--- src/pkg/swta_defines.svh ---
// register indices, field positions, reset values and keys for the
// stop, wake and timed access block; included by package and module.
// Overview of operation
// - setting stop request enters the Stop state
// - only external interrupt, power-fail interrupt or reset leaves Stop
// - Stop halts crystal and all clocks; restart needed
// - band-gap keep bit holds reference on in Stop
// - band-gap keep bit resets to zero
// - keep bit ignored in run; in Idle it gates the power-fail wake
// - kept reference lets power-fail interrupt/reset wake
// - ring select runs from ring right after Stop
// - ring fast start only on interrupt wake
// - ring select clear waits for crystal
// - switch ring to crystal after 65536 clocks
// - Stop during ring period stops all clocks
// - ring active flag shows ring supplies clock
// - AA then 55 opens three-cycle window
// - protected write without unlock is ignored
// - protected: keep bit, power-on reset flag, watchdog enable, restart and irq flag
`ifndef SWTA_DEFINES_SVH
`define SWTA_DEFINES_SVH

// register indices; byte address is four times the index
`define SWTA_IDX_PWR 10'h087
`define SWTA_IDX_XFLAG 10'h091
`define SWTA_IDX_KEY 10'h0C7
`define SWTA_IDX_WDPWR 10'h0D8
`define SWTA_IDX_ISTA 10'h0F4
`define SWTA_IDX_IMSK 10'h0F5

// power control fields
`define SWTA_PC_IDLE 0
`define SWTA_PC_STOP 1
// extended flag fields
`define SWTA_XF_KEEP 0
`define SWTA_XF_RSEL 1
`define SWTA_XF_RACT 2
// watchdog and power control fields
`define SWTA_WD_RESTART 0
`define SWTA_WD_ENABLE 1
`define SWTA_WD_WTRF 2
`define SWTA_WD_IRQF 3
`define SWTA_WD_PFFLAG 4
`define SWTA_WD_EPFI 5
`define SWTA_WD_POR 6
`define SWTA_WD_SMOD 7
// event status bits
`define SWTA_EV_WAKE 0
`define SWTA_EV_XTAL 1
`define SWTA_EV_PFW 2
`define SWTA_EV_TAVIOL 3
`define SWTA_EV_N 4

// timed access keys and window length in cycles
`define SWTA_KEY_FIRST 8'hAA
`define SWTA_KEY_SECOND 8'h55
`define SWTA_KEY_WIN 2'h3
// crystal clocks before leaving the ring
`define SWTA_RING_CLKS 65536
`define SWTA_RING_W 17
// reset values
`define SWTA_RST_POR 1'h1
`define SWTA_RST_BGS 1'h0

`endif

--- src/pkg/swta_pkg.sv ---
// types for the stop, wake and timed access block
// assumes swta_defines.svh is on the include path
`include "swta_defines.svh"

package swta_pkg;

  typedef enum logic [1:0] {
    SWTA_RUN,
    SWTA_STOP,
    SWTA_RING,
    SWTA_XWAIT
  } swta_mode_t;

  typedef struct packed {
    swta_mode_t mode;
    logic bandgap_stop_keep;
    logic ring_select;
    logic idle;
    logic smod;
    logic por;
    logic epfi;
    logic powerfail_interrupt;
    logic watchdog_irq_flag;
    logic wtrf;
    logic watchdog_enable_bit;
    logic watchdog_restart_bit;
    logic key_armed;
    logic [1:0] key_win;
    logic [`SWTA_RING_W-1:0] ring_cnt;
    logic [`SWTA_EV_N-1:0] ista;
    logic [`SWTA_EV_N-1:0] imsk;
    logic [31:0] prdata;
    logic [1:0] xirq_s;
    logic [1:0] pfw_s;
    logic [1:0] pfr_s;
    logic [1:0] xst_s;
  } swta_regs_t;

endpackage : swta_pkg

--- src/verilog/swta_top.sv ---
// stop mode control, ring oscillator wake and timed access gate
// assumes pclk keeps running as control clock while the core sleeps
//
// The APB slave port was chosen for this implementation.
`timescale 1ns/100ps
`include "swta_defines.svh"

module swta_top #(
  parameter int RING_SWITCH_CLKS = `SWTA_RING_CLKS
) (
  // clock and reset
  input wire logic pclk,
  input wire logic presetn,
  // apb slave
  input wire logic psel,
  input wire logic penable,
  input wire logic pwrite,
  input wire logic [11:0] paddr,
  input wire logic [31:0] pwdata,
  output logic [31:0] prdata,
  output logic pready,
  output logic pslverr,
  // pins, asynchronous
  input wire logic ext_irq_in,
  input wire logic pfail_warn_in,
  input wire logic pfail_rst_in,
  input wire logic xtal_stable_in,
  // watchdog side, same clock
  input wire logic wd_irq_set,
  input wire logic wd_rst_seen,
  output logic wd_enable,
  output logic wd_restart,
  // clock and power control
  output logic xtal_osc_en,
  output logic ring_osc_en,
  output logic clk_sel_ring,
  output logic core_clk_en,
  output logic bandgap_en,
  output logic pfail_reset,
  output logic idle_mode,
  output logic stop_mode,
  // interrupt
  output logic irq
);
  import swta_pkg::*;

  // reset image, constants only
  localparam swta_regs_t REGS_RST = '{
    mode: SWTA_RUN,
    bandgap_stop_keep: `SWTA_RST_BGS,
    por: `SWTA_RST_POR,
    default: '0
  };

  swta_regs_t r_q;
  swta_regs_t r_d;

  logic acc_wr;
  logic setup;
  logic [9:0] idx;
  logic hit;
  logic [7:0] wb;
  logic key_open;
  logic prot_hit;
  logic [`SWTA_EV_N-1:0] ev;
  logic [7:0] rd_pwr;
  logic [7:0] rd_xf;
  logic [7:0] rd_wd;
  logic [31:0] rd_mux;
  logic irq_wake;
  logic pfi_wake;

  //////////////////////////////////////////////////////////////////////
  // bus decode and read views
  assign setup = psel & ~penable;
  assign acc_wr = psel & penable & pwrite;
  assign idx = paddr[11:2];
  assign wb = pwdata[7:0];
  assign hit = (paddr[1:0] == 2'h0) &&
               (idx == `SWTA_IDX_PWR || idx == `SWTA_IDX_XFLAG ||
                idx == `SWTA_IDX_KEY || idx == `SWTA_IDX_WDPWR ||
                idx == `SWTA_IDX_ISTA || idx == `SWTA_IDX_IMSK);
  assign key_open = (r_q.key_win != 2'h0);

  always_comb begin
    rd_pwr = 8'h00;
    rd_pwr[`SWTA_PC_IDLE] = r_q.idle;
    rd_pwr[`SWTA_PC_STOP] = (r_q.mode == SWTA_STOP);
    rd_xf = 8'h00;
    rd_xf[`SWTA_XF_KEEP] = r_q.bandgap_stop_keep;
    rd_xf[`SWTA_XF_RSEL] = r_q.ring_select;
    rd_xf[`SWTA_XF_RACT] = (r_q.mode == SWTA_RING);
    rd_wd = 8'h00;
    rd_wd[`SWTA_WD_SMOD] = r_q.smod;
    rd_wd[`SWTA_WD_POR] = r_q.por;
    rd_wd[`SWTA_WD_EPFI] = r_q.epfi;
    rd_wd[`SWTA_WD_PFFLAG] = r_q.powerfail_interrupt;
    rd_wd[`SWTA_WD_IRQF] = r_q.watchdog_irq_flag;
    rd_wd[`SWTA_WD_WTRF] = r_q.wtrf;
    rd_wd[`SWTA_WD_ENABLE] = r_q.watchdog_enable_bit;
    rd_mux = 32'h0000_0000;
    if (paddr[1:0] == 2'h0) begin
      case (idx)
        `SWTA_IDX_PWR: rd_mux[7:0] = rd_pwr;
        `SWTA_IDX_XFLAG: rd_mux[7:0] = rd_xf;
        `SWTA_IDX_WDPWR: rd_mux[7:0] = rd_wd;
        `SWTA_IDX_ISTA: rd_mux[`SWTA_EV_N-1:0] = r_q.ista;
        `SWTA_IDX_IMSK: rd_mux[`SWTA_EV_N-1:0] = r_q.imsk;
        default: rd_mux = 32'h0000_0000;
      endcase
    end
  end

  // wake causes seen from the second synchroniser stage
  assign pfi_wake = r_q.bandgap_stop_keep & r_q.epfi & r_q.pfw_s[1];
  assign irq_wake = r_q.xirq_s[1] | pfi_wake;

  //////////////////////////////////////////////////////////////////////
  // next state
  always_comb begin
    r_d = r_q;
    ev = '0;
    prot_hit = 1'h0;
    r_d.watchdog_restart_bit = 1'h0;

    // pin synchronisers
    r_d.xirq_s = {r_q.xirq_s[0], ext_irq_in};
    r_d.pfw_s = {r_q.pfw_s[0], pfail_warn_in};
    r_d.pfr_s = {r_q.pfr_s[0], pfail_rst_in};
    r_d.xst_s = {r_q.xst_s[0], xtal_stable_in};

    if (setup) begin
      r_d.prdata = rd_mux;
    end

    // unlock window ages every cycle
    if (key_open) begin
      r_d.key_win = r_q.key_win - 2'h1;
    end

    if (acc_wr) begin
      r_d.key_armed = 1'h0;
      if (idx == `SWTA_IDX_KEY && paddr[1:0] == 2'h0) begin
        if (wb == `SWTA_KEY_FIRST) begin
          r_d.key_armed = 1'h1;
          r_d.key_win = 2'h0;
        end else if (wb == `SWTA_KEY_SECOND && r_q.key_armed) begin
          r_d.key_win = `SWTA_KEY_WIN;
        end else begin
          r_d.key_win = 2'h0;
        end
      end
      if (idx == `SWTA_IDX_PWR && paddr[1:0] == 2'h0) begin
        r_d.idle = wb[`SWTA_PC_IDLE];
        if (wb[`SWTA_PC_STOP]) begin
          r_d.mode = SWTA_STOP;
          r_d.idle = 1'b0;
        end
      end
      if (idx == `SWTA_IDX_XFLAG && paddr[1:0] == 2'h0) begin
        r_d.ring_select = wb[`SWTA_XF_RSEL];
        if (wb[`SWTA_XF_KEEP] != r_q.bandgap_stop_keep) begin
          prot_hit = 1'h1;
          if (key_open) begin
            r_d.bandgap_stop_keep = wb[`SWTA_XF_KEEP];
          end
        end
      end
      if (idx == `SWTA_IDX_WDPWR && paddr[1:0] == 2'h0) begin
        r_d.smod = wb[`SWTA_WD_SMOD];
        r_d.epfi = wb[`SWTA_WD_EPFI];
        r_d.powerfail_interrupt = r_q.powerfail_interrupt &
                                  wb[`SWTA_WD_PFFLAG];
        r_d.wtrf = r_q.wtrf & wb[`SWTA_WD_WTRF];
        if (wb[`SWTA_WD_POR] != r_q.por ||
            wb[`SWTA_WD_IRQF] != r_q.watchdog_irq_flag ||
            wb[`SWTA_WD_ENABLE] != r_q.watchdog_enable_bit ||
            wb[`SWTA_WD_RESTART]) begin
          prot_hit = 1'h1;
        end
        if (key_open) begin
          r_d.por = wb[`SWTA_WD_POR];
          r_d.watchdog_irq_flag = wb[`SWTA_WD_IRQF];
          r_d.watchdog_enable_bit = wb[`SWTA_WD_ENABLE];
          r_d.watchdog_restart_bit = wb[`SWTA_WD_RESTART];
        end
      end
      if (idx == `SWTA_IDX_ISTA && paddr[1:0] == 2'h0) begin
        r_d.ista = r_q.ista & ~wb[`SWTA_EV_N-1:0];
      end
      if (idx == `SWTA_IDX_IMSK && paddr[1:0] == 2'h0) begin
        r_d.imsk = wb[`SWTA_EV_N-1:0];
      end
      // one protected write spends the window
      if (prot_hit) begin
        if (key_open) begin
          r_d.key_win = 2'h0;
        end else begin
          ev[`SWTA_EV_TAVIOL] = 1'h1;
        end
      end
    end

    // hardware set of flags wins over a software clear
    if (wd_irq_set) begin
      r_d.watchdog_irq_flag = 1'h1;
    end
    if (wd_rst_seen) begin
      r_d.wtrf = 1'h1;
    end
    if (r_q.pfw_s[1] &&
        (r_q.mode != SWTA_STOP || r_q.bandgap_stop_keep)) begin
      r_d.powerfail_interrupt = 1'h1;
      ev[`SWTA_EV_PFW] = 1'h1;
    end

    // idle ends on external interrupt or kept-reference power-fail wake
    if (irq_wake) begin
      r_d.idle = 1'b0;
    end

    // clock mode sequencing
    case (r_q.mode)
      SWTA_RUN: begin
        r_d.ring_cnt = '0;
      end
      SWTA_STOP: begin
        r_d.ring_cnt = '0;
        if (r_q.bandgap_stop_keep && r_q.pfr_s[1]) begin
          r_d.mode = SWTA_XWAIT;
          ev[`SWTA_EV_WAKE] = 1'h1;
        end else if (irq_wake) begin
          ev[`SWTA_EV_WAKE] = 1'h1;
          if (r_q.ring_select) begin
            r_d.mode = SWTA_RING;
          end else begin
            r_d.mode = SWTA_XWAIT;
          end
        end
      end
      SWTA_RING: begin
        if (!(acc_wr && r_d.mode == SWTA_STOP)) begin
          r_d.ring_cnt = r_q.ring_cnt + `SWTA_RING_W'(1);
          if (r_q.ring_cnt ==
              `SWTA_RING_W'(RING_SWITCH_CLKS - 1)) begin
            r_d.mode = SWTA_RUN;
            ev[`SWTA_EV_XTAL] = 1'b1;
          end
        end
      end
      SWTA_XWAIT: begin
        if (r_q.xst_s[1] && !(acc_wr && r_d.mode == SWTA_STOP)) begin
          r_d.mode = SWTA_RUN;
          ev[`SWTA_EV_XTAL] = 1'b1;
        end
      end
      default: begin
        r_d.mode = SWTA_RUN;
      end
    endcase

    r_d.ista = r_d.ista | ev;
  end

  always_ff @(posedge pclk or negedge presetn) begin
    if (!presetn) begin
      r_q <= REGS_RST;
    end else begin
      r_q <= r_d;
    end
  end

  //////////////////////////////////////////////////////////////////////
  // outputs
  assign prdata = r_q.prdata;
  assign pready = 1'b1;
  assign pslverr = psel & penable & ~hit;
  assign wd_enable = r_q.watchdog_enable_bit;
  assign wd_restart = r_q.watchdog_restart_bit;
  assign xtal_osc_en = (r_q.mode != SWTA_STOP);
  assign ring_osc_en = (r_q.mode == SWTA_RING);
  assign clk_sel_ring = (r_q.mode == SWTA_RING);
  assign core_clk_en = (r_q.mode == SWTA_RUN) ||
                       (r_q.mode == SWTA_RING);
  assign bandgap_en = (r_q.mode != SWTA_STOP) |
                      r_q.bandgap_stop_keep;
  assign pfail_reset = bandgap_en & r_q.pfr_s[1];
  assign idle_mode = r_q.idle;
  assign stop_mode = (r_q.mode == SWTA_STOP);
  assign irq = |(r_q.ista & r_q.imsk);

endmodule : swta_top

--- config.mk ---
export PLATFORM = sky130hd
export DESIGN_NAME = swta_top
export DESIGN_NICKNAME = d
export VERILOG_FILES = /design/src/pkg/swta_pkg.sv /design/src/verilog/swta_top.sv
export VERILOG_INCLUDE_DIRS = /design/src /design/src/pkg
export SDC_FILE = /design/constraint.sdc
export NUM_CORES = 1
export LEC_CHECK = 0
export ABC_AREA = 1
export BUFFER_PORTS_ARGS = -buffer_cell sky130_fd_sc_hd__buf_2
export CORE_MARGIN = 3
export CORE_UTILIZATION = 52
export DETAILED_ROUTE_END_ITERATION = 10
export GPL_TIMING_DRIVEN = 0
export HOLD_SLACK_MARGIN = 0.08
export PLACE_DENSITY = 0.91
export SLEW_MARGIN = 10
export SYNTH_ARGS = -nofsm -noshare
export SYNTH_HDL_FRONTEND = slang
export SYNTH_SLANG_ARGS = --single-unit
--- constraint.sdc ---
create_clock -name pclk -period 2.3 [get_ports pclk]
set_clock_uncertainty 0.2 [all_clocks]
set_input_delay 0.115 -clock pclk [delete_from_list [all_inputs] [get_ports pclk]]
set_output_delay 0.115 -clock pclk [all_outputs]
set_load 0.005 [all_outputs]
==> flow_metrics.env, run 1 <==
export IMPL_most_common_layout_cells="100 x nand2_1, 56 x dfrtp_1, 50 x buf_2"
export IMPL_syn_area_per_cell_um2=7.86
export IMPL_antenna_found_initial=0
export IMPL_yosysTopAreaCellShare_pct=40.9
export IMPL_synth_seq_cells=57
export IMPL_numCtsBuffers=9
export IMPL_avgViaCountPerCell=5.41
export IMPL_cts_tree="built"
export IMPL_wl_um=9680
export IMPL_relSlewSlack_pct=53.3
export IMPL_coreArea_um2=6170
export IMPL_areaGrowthSynthToFinish_pct=32.1
export IMPL_drt_initial_drc_count=472
export IMPL_setup_violations=0
export IMPL_yosysWarningCount=0
export IMPL_p_leak_nw=2.34
export IMPL_syn_cell_area_um2=3430
export IMPL_wl_per_cell_um=15.1
export IMPL_ys_async_sr_fraction_pct=100
export IMPL_track_usage_pct=26.1
export IMPL_portBuffers=50
export IMPL_dr_total_vias=3469
export IMPL_status="completed"
export IMPL_clockRootBuffer="clkbuf_8"
export IMPL_yosys_top_cells_area="dfrtp_1 41%, nand2_1 11%, buf_4 7.9%, inv_1 5.3%, nand3_1 5.1%"
export IMPL_post_route_cells_drive_above_1_share_pct=26.2
export IMPL_worst_endpoint_arrival_ns=2.24
export IMPL_final_common_cell="nand2_1"
export IMPL_slew_violations=0
export IMPL_die_h_um=87.2
export IMPL_worst_pin_slew_ns=0.700
export IMPL_clk_pin_slew_ns=0.07
export IMPL_dpl_instance_area_um2=3860
export IMPL_dieWidth_um=87.2
export IMPL_maxCapViolations=0
export IMPL_fin_crit_sh_pct=96.9
export IMPL_nets=617
export IMPL_seq_area_um2=1430
export IMPL_dp_hpwl_um=6180
export IMPL_cts_sink_count=57
export IMPL_layout_min_cycle_time_ns=2.23
export IMPL_cts_buffer_depth=2
export IMPL_finish_utilization_pct=73.4
export IMPL_hold_violations=0
export IMPL_cp_start_kind="register"
export IMPL_clk_insertion_delay_late_ns=0.35
export IMPL_synth_yosys_seq_area_share_pct=41.7
export IMPL_ys_types=38
export IMPL_cellPowerDensity_nw_per_um2=586
export IMPL_die_area_um2=7600
export IMPL_multi_input_area_um2=1650
export IMPL_grt_max_degree=58
export IMPL_synthFlopType="dfrtp_1"
export IMPL_path_max_fanout=4
export IMPL_gp_congestion=0.960
export IMPL_required_ns=2.31
export IMPL_end_kind="register"
export IMPL_fmax_ghz=0.448
export IMPL_hp_class="primary input to register"
export IMPL_drtAntennaViolNets=0
export IMPL_yosysTopAreaCell="dfrtp_1"
export IMPL_drt_first_pass_iters=5
export IMPL_grt_overflow=0
export IMPL_synthCells=436
export IMPL_io_pins=100
export IMPL_htree_levels=3
export IMPL_start_util_pct=55.6
export IMPL_ir_drop_v=0.000713
export IMPL_grt_pass1_wl_um=15200
export IMPL_grt_pass1_vias=3240
export IMPL_drc=0
export IMPL_stdcell_area_um2=4530
export IMPL_num_fill_cells=418
export IMPL_criticalPathCategory="register to register"
export IMPL_synth_edf_count=0
export IMPL_rows=28
-- sequential cells by signal (all words and copies together), names as in the netlist --
name and count:
r_q 42, wd_restart 1, prdata 8, r_d 4
idle_mode 1, wd_enable 1
-- repair_timing --
| action | in CTS | in global routing |
|---|---|---|
| pin swaps | 0 | 7 |
| setup buffers | 0 | 6 |
| hold endpoints to repair | 85 | 1 |
| gates resized for setup | 1 | 14 |
| hold buffers | 34 | 1 |
| setup endpoints to repair | 1 | 6 |
-- layer usage --
layer  GRT usage [%]  vias to the layer above  part of all wire (%)
met5               0                        -                     0
met4            11.2                        0                   3.8
met3            8.89                       62                    11
met2            42.4                      225                    46
met1            31.6                     1578                    38
li1                -                     1604                     -
-- report_power, final --
part           switching, W  internal [W]  total (W)
sequential        0.0000798       0.00107    0.00115
combinational      0.000277      0.000245   0.000522
clock              0.000419      0.000560   0.000979
total              0.000776       0.00187    0.00265
-- worst max-delay path, cell delays in order, from the launching register on --
cell and delay [ns]:
dfrtp_1 0.42, ha_4 0.18, nand3_4 0.09, nor3_4 0.27, nand2_2 0.12, nor4_4 0.25, ha_2 0.24, inv_2 0.04
o2111ai_2 0.17, nand4_1 0.12
-- cells in the mapped netlist (5+ instances only) --
cell,number
a21oi_1,5
buf_4,36
dfrtp_1,56
inv_1,48
inv_2,7
nand2_1,101
nand2_2,5
nand3_1,35
nand4_1,19
nor2_1,34
o21ai_0,21
o21ai_1,10
xnor2_1,6
xor2_1,10
-- metrics by stage --
stage / hold WS, ns / setup slack [ns] / power, W / setup TNS, ns / instances
finish: 0.0764 / 0.0702 / 0.00265 / 0 / 641
global route: 0.104 / -0.00756 / 0.00278 / -0.00756 / 640
CTS: 0.0821 / 0.00473 / 0.00258 / 0 / 634
detailed placement: 0.0269 / -0.0305 / 0.00156 / -0.0305 / 584
global placement: 0.0230 / 0.0795 / 0.00154 / 0 / 584
floorplan: -0.381 / 0.318 / 0.00144 / 0 / 459
-- final cells by class --
type | instances | share of cell area (%)
Multi-Input combinational cell | 307 | 36.4
Sequential cell | 57 | 31.5
Timing Repair Buffer | 90 | 14.2
Buffer | 40 | 6.66
Inverter | 55 | 4.56
Clock buffer | 12 | 3.43
Tap cell | 75 | 2.07
Clock inverter | 4 | 1.13
Antenna cell | 1 | 0.0553
-- final timing paths --
path / from / to / slack, ns / depth (start not counted)
max: r_q[49] / r_q[79] / 0.07 / 9
min: paddr[0] / r_q[79] / 0.08 / 6
max reg2reg: r_q[49] / r_q[79] / 0.07 / 9
min reg2reg: r_d[5] / r_q[5] / 0.15 / 0
max in group asynchronous: presetn / r_q[63] / 1.27 / 2
min in group asynchronous: presetn / r_q[73] / 0.16 / 2
-- kinds of logic after synthesis --
family,count (synthesis),share of synthesized area (%)
xor+xnor,16,4.09
other cells,2,0.219
simple gates,217,30.0
flops,57,41.7
buf+inv,95,14.8
compound gates,47,8.47
fa+ha+maj,2,0.730
Power figures use the tool's default switching activity.
==> inputs of run 2 (changes only) <==
--- a/config.mk
+++ b/config.mk
@@ -9,11 +9,11 @@
 export ABC_AREA = 1
 export BUFFER_PORTS_ARGS = -buffer_cell sky130_fd_sc_hd__buf_2
 export CORE_MARGIN = 3
-export CORE_UTILIZATION = 52
+export CORE_UTILIZATION = 47
 export DETAILED_ROUTE_END_ITERATION = 10
 export GPL_TIMING_DRIVEN = 0
 export HOLD_SLACK_MARGIN = 0.08
-export PLACE_DENSITY = 0.91
+export PLACE_DENSITY = 0.87
 export SLEW_MARGIN = 10
 export SYNTH_ARGS = -nofsm -noshare
 export SYNTH_HDL_FRONTEND = slang
==> constraint.sdc (replaced) <==
create_clock -name pclk -period 1.79 [get_ports pclk]
set_clock_uncertainty 0.2 [all_clocks]
set_input_delay 0.0895 -clock pclk [delete_from_list [all_inputs] [get_ports pclk]]
set_output_delay 0.0895 -clock pclk [all_outputs]
set_load 0.005 [all_outputs]
==> flow_metrics.env, run 2 (synthesized netlist as in run 1, its figures left out) <==
export IMPL_cts_buffer_depth=2
export IMPL_reg2reg_from="r_q[48]"
export IMPL_post_route_cells_drive_above_1_share_pct=30.7
export IMPL_clockRootBuffer="clkbuf_8"
export IMPL_fmax_ghz=0.497
export IMPL_dpl_instance_area_um2=3920
export IMPL_htree_levels=3
export IMPL_cp_start_kind="register"
export IMPL_antenna_found_initial=0
export IMPL_rows=30
export IMPL_avgViaCountPerCell=5.01
export IMPL_crit_start="r_q[48]"
export IMPL_top_layer="met4"
export IMPL_grt_max_degree=34
export IMPL_cellPowerDensity_nw_per_um2=753
export IMPL_final_common_cell="nand2_1"
export IMPL_fin_ws_ns=-0.223
export IMPL_hold_violations=0
export IMPL_end_kind="register"
export IMPL_fin_crit_sh_pct=112
export IMPL_portBuffers=50
export IMPL_dp_cells=606
export IMPL_clk_pin_slew_ns=0.06
export IMPL_worst_endpoint_arrival_ns=2.02
export IMPL_io_pins=100
export IMPL_clk_insertion_delay_late_ns=0.34
export IMPL_grt_overflow=0
export IMPL_status="complete, but fails checks"
export IMPL_gp_congestion=0.957
export IMPL_wl_met3_um=655
export IMPL_coreArea_um2=6940
export IMPL_top_register="r_q"
export IMPL_stdcell_area_um2=4650
export IMPL_dp_hpwl_um=6210
export IMPL_setup_violations=4
export IMPL_cts_sink_count=57
export IMPL_drc=0
export IMPL_dp_slack_ns=-0.590
export IMPL_maxCapViolations=0
export IMPL_wl_um=9250
export IMPL_layout_min_cycle_time_ns=2.01
export IMPL_numCtsBuffers=9
export IMPL_p_total_w=0.00350
export IMPL_ir_drop_v=0.000856
export IMPL_fin_tns_setup_ns=-0.527
export IMPL_wl_per_cell_um=14.0
export IMPL_path_max_fanout=2
export IMPL_die_h_um=91.4
export IMPL_hold_start="paddr[6]"
export IMPL_start_util_pct=49.4
export IMPL_cts_tree="built"
export IMPL_largest_reg_flops=42
export IMPL_slew_violations=0
export IMPL_dr_total_vias=3321
export IMPL_most_common_layout_cells="98 x nand2_1, 56 x dfrtp_1, 51 x buf_4"
export IMPL_track_usage_pct=23.1
export IMPL_required_ns=1.80
export IMPL_worst_pin_slew_ns=0.598
export IMPL_n_antenna_cell=0
export IMPL_drt_initial_drc_count=234
export IMPL_nets=619
export IMPL_drtAntennaViolNets=0
export IMPL_die_area_um2=8350
export IMPL_grt_pass1_vias=3296
export IMPL_rsz0062_at_grt="true"
export IMPL_dieWidth_um=91.4
export IMPL_hp_class="primary input to register"
export IMPL_areaGrowthSynthToFinish_pct=35.6
export IMPL_violations="setup timing"
export IMPL_relSlewSlack_pct=60.1
export IMPL_criticalPathCategory="register to register"
export IMPL_drt_first_pass_iters=5
export IMPL_grt_pass1_wl_um=15500
export IMPL_wl_met2_um=4760
export IMPL_instances_no_fill=663
export IMPL_p_leak_nw=2.40
export IMPL_wl_met1_um=3600
[run 2: cell type report]
class / count / area [um2]
fillers: 566 / 2300
multi-input cells: 307 / 1720
flip-flops and latches: 57 / 1430
repair buffers: 92 / 652
plain buffers: 40 / 308
inverters: 55 / 210
clock buffers: 11 / 131
well taps: 96 / 120
clock inverters: 5 / 80.1
[run 2: per-layer routing]
| layer | track usage (%) | vias up |
|---|---|---|
| met2 | 39.9 | 152 |
| met1 | 27.7 | 1533 |
| li1 | - | 1607 |
| met4 | 9.42 | 0 |
| met3 | 5.05 | 29 |
| met5 | 0 | - |
[run 2: worst paths after layout]
check                           slack, ns   endpoint  cells after the start
max in group asynchronous            0.65    r_q[74]                      3
min in group asynchronous            0.09  prdata[6]                      2
worst max register to register      -0.22    r_q[79]                      9
worst max-delay path                -0.22    r_q[79]                      9
worst min-delay path                 0.04  prdata[0]                      6
worst min register to register       0.14     r_q[1]                      0
[run 2: power by group]
group / switching [W] / internal [W] / leakage, nW
logic: 0.000375 / 0.000360 / 1.59
clock network: 0.000514 / 0.000781 / 0.0995
registers: 0.0000914 / 0.00138 / 0.711
total: 0.000981 / 0.00252 / 2.40
[run 2: timing repair]
item / 4_1_cts / 5_1_grt
hold buffers: 28 / 0
endpoints found under the setup margin: 11 / 47
pin swaps: 10 / 11
gates resized for setup: 11 / 26
hold endpoints to repair: 87 / 0
cloned: 0 / 0
setup buffers: 10 / 7
[run 2: through the flow]
| stage | hold slack, ns | utilization, % |
|---|---|---|
| 2_1_floorplan | -0.406 | - |
| 3_3_place_gp | -0.00119 | 56.2 |
| 3_5_place_dp | -0.0697 | 56.5 |
| 4_1_cts | 0.0942 | 65.4 |
| 5_1_grt | 0.123 | 66.9 |
| 6_report | 0.0355 | 66.9 |
[run 2: critical path, cell delays in order (launching register included)]
cell and delay (ns):
dfrtp_1 0.39, ha_4 0.17, nand3_4 0.08, nor3_4 0.18, nand2_2 0.11, nor4_4 0.24
ha_4 0.19, inv_2 0.04, o2111ai_2 0.15, nand4_1 0.11
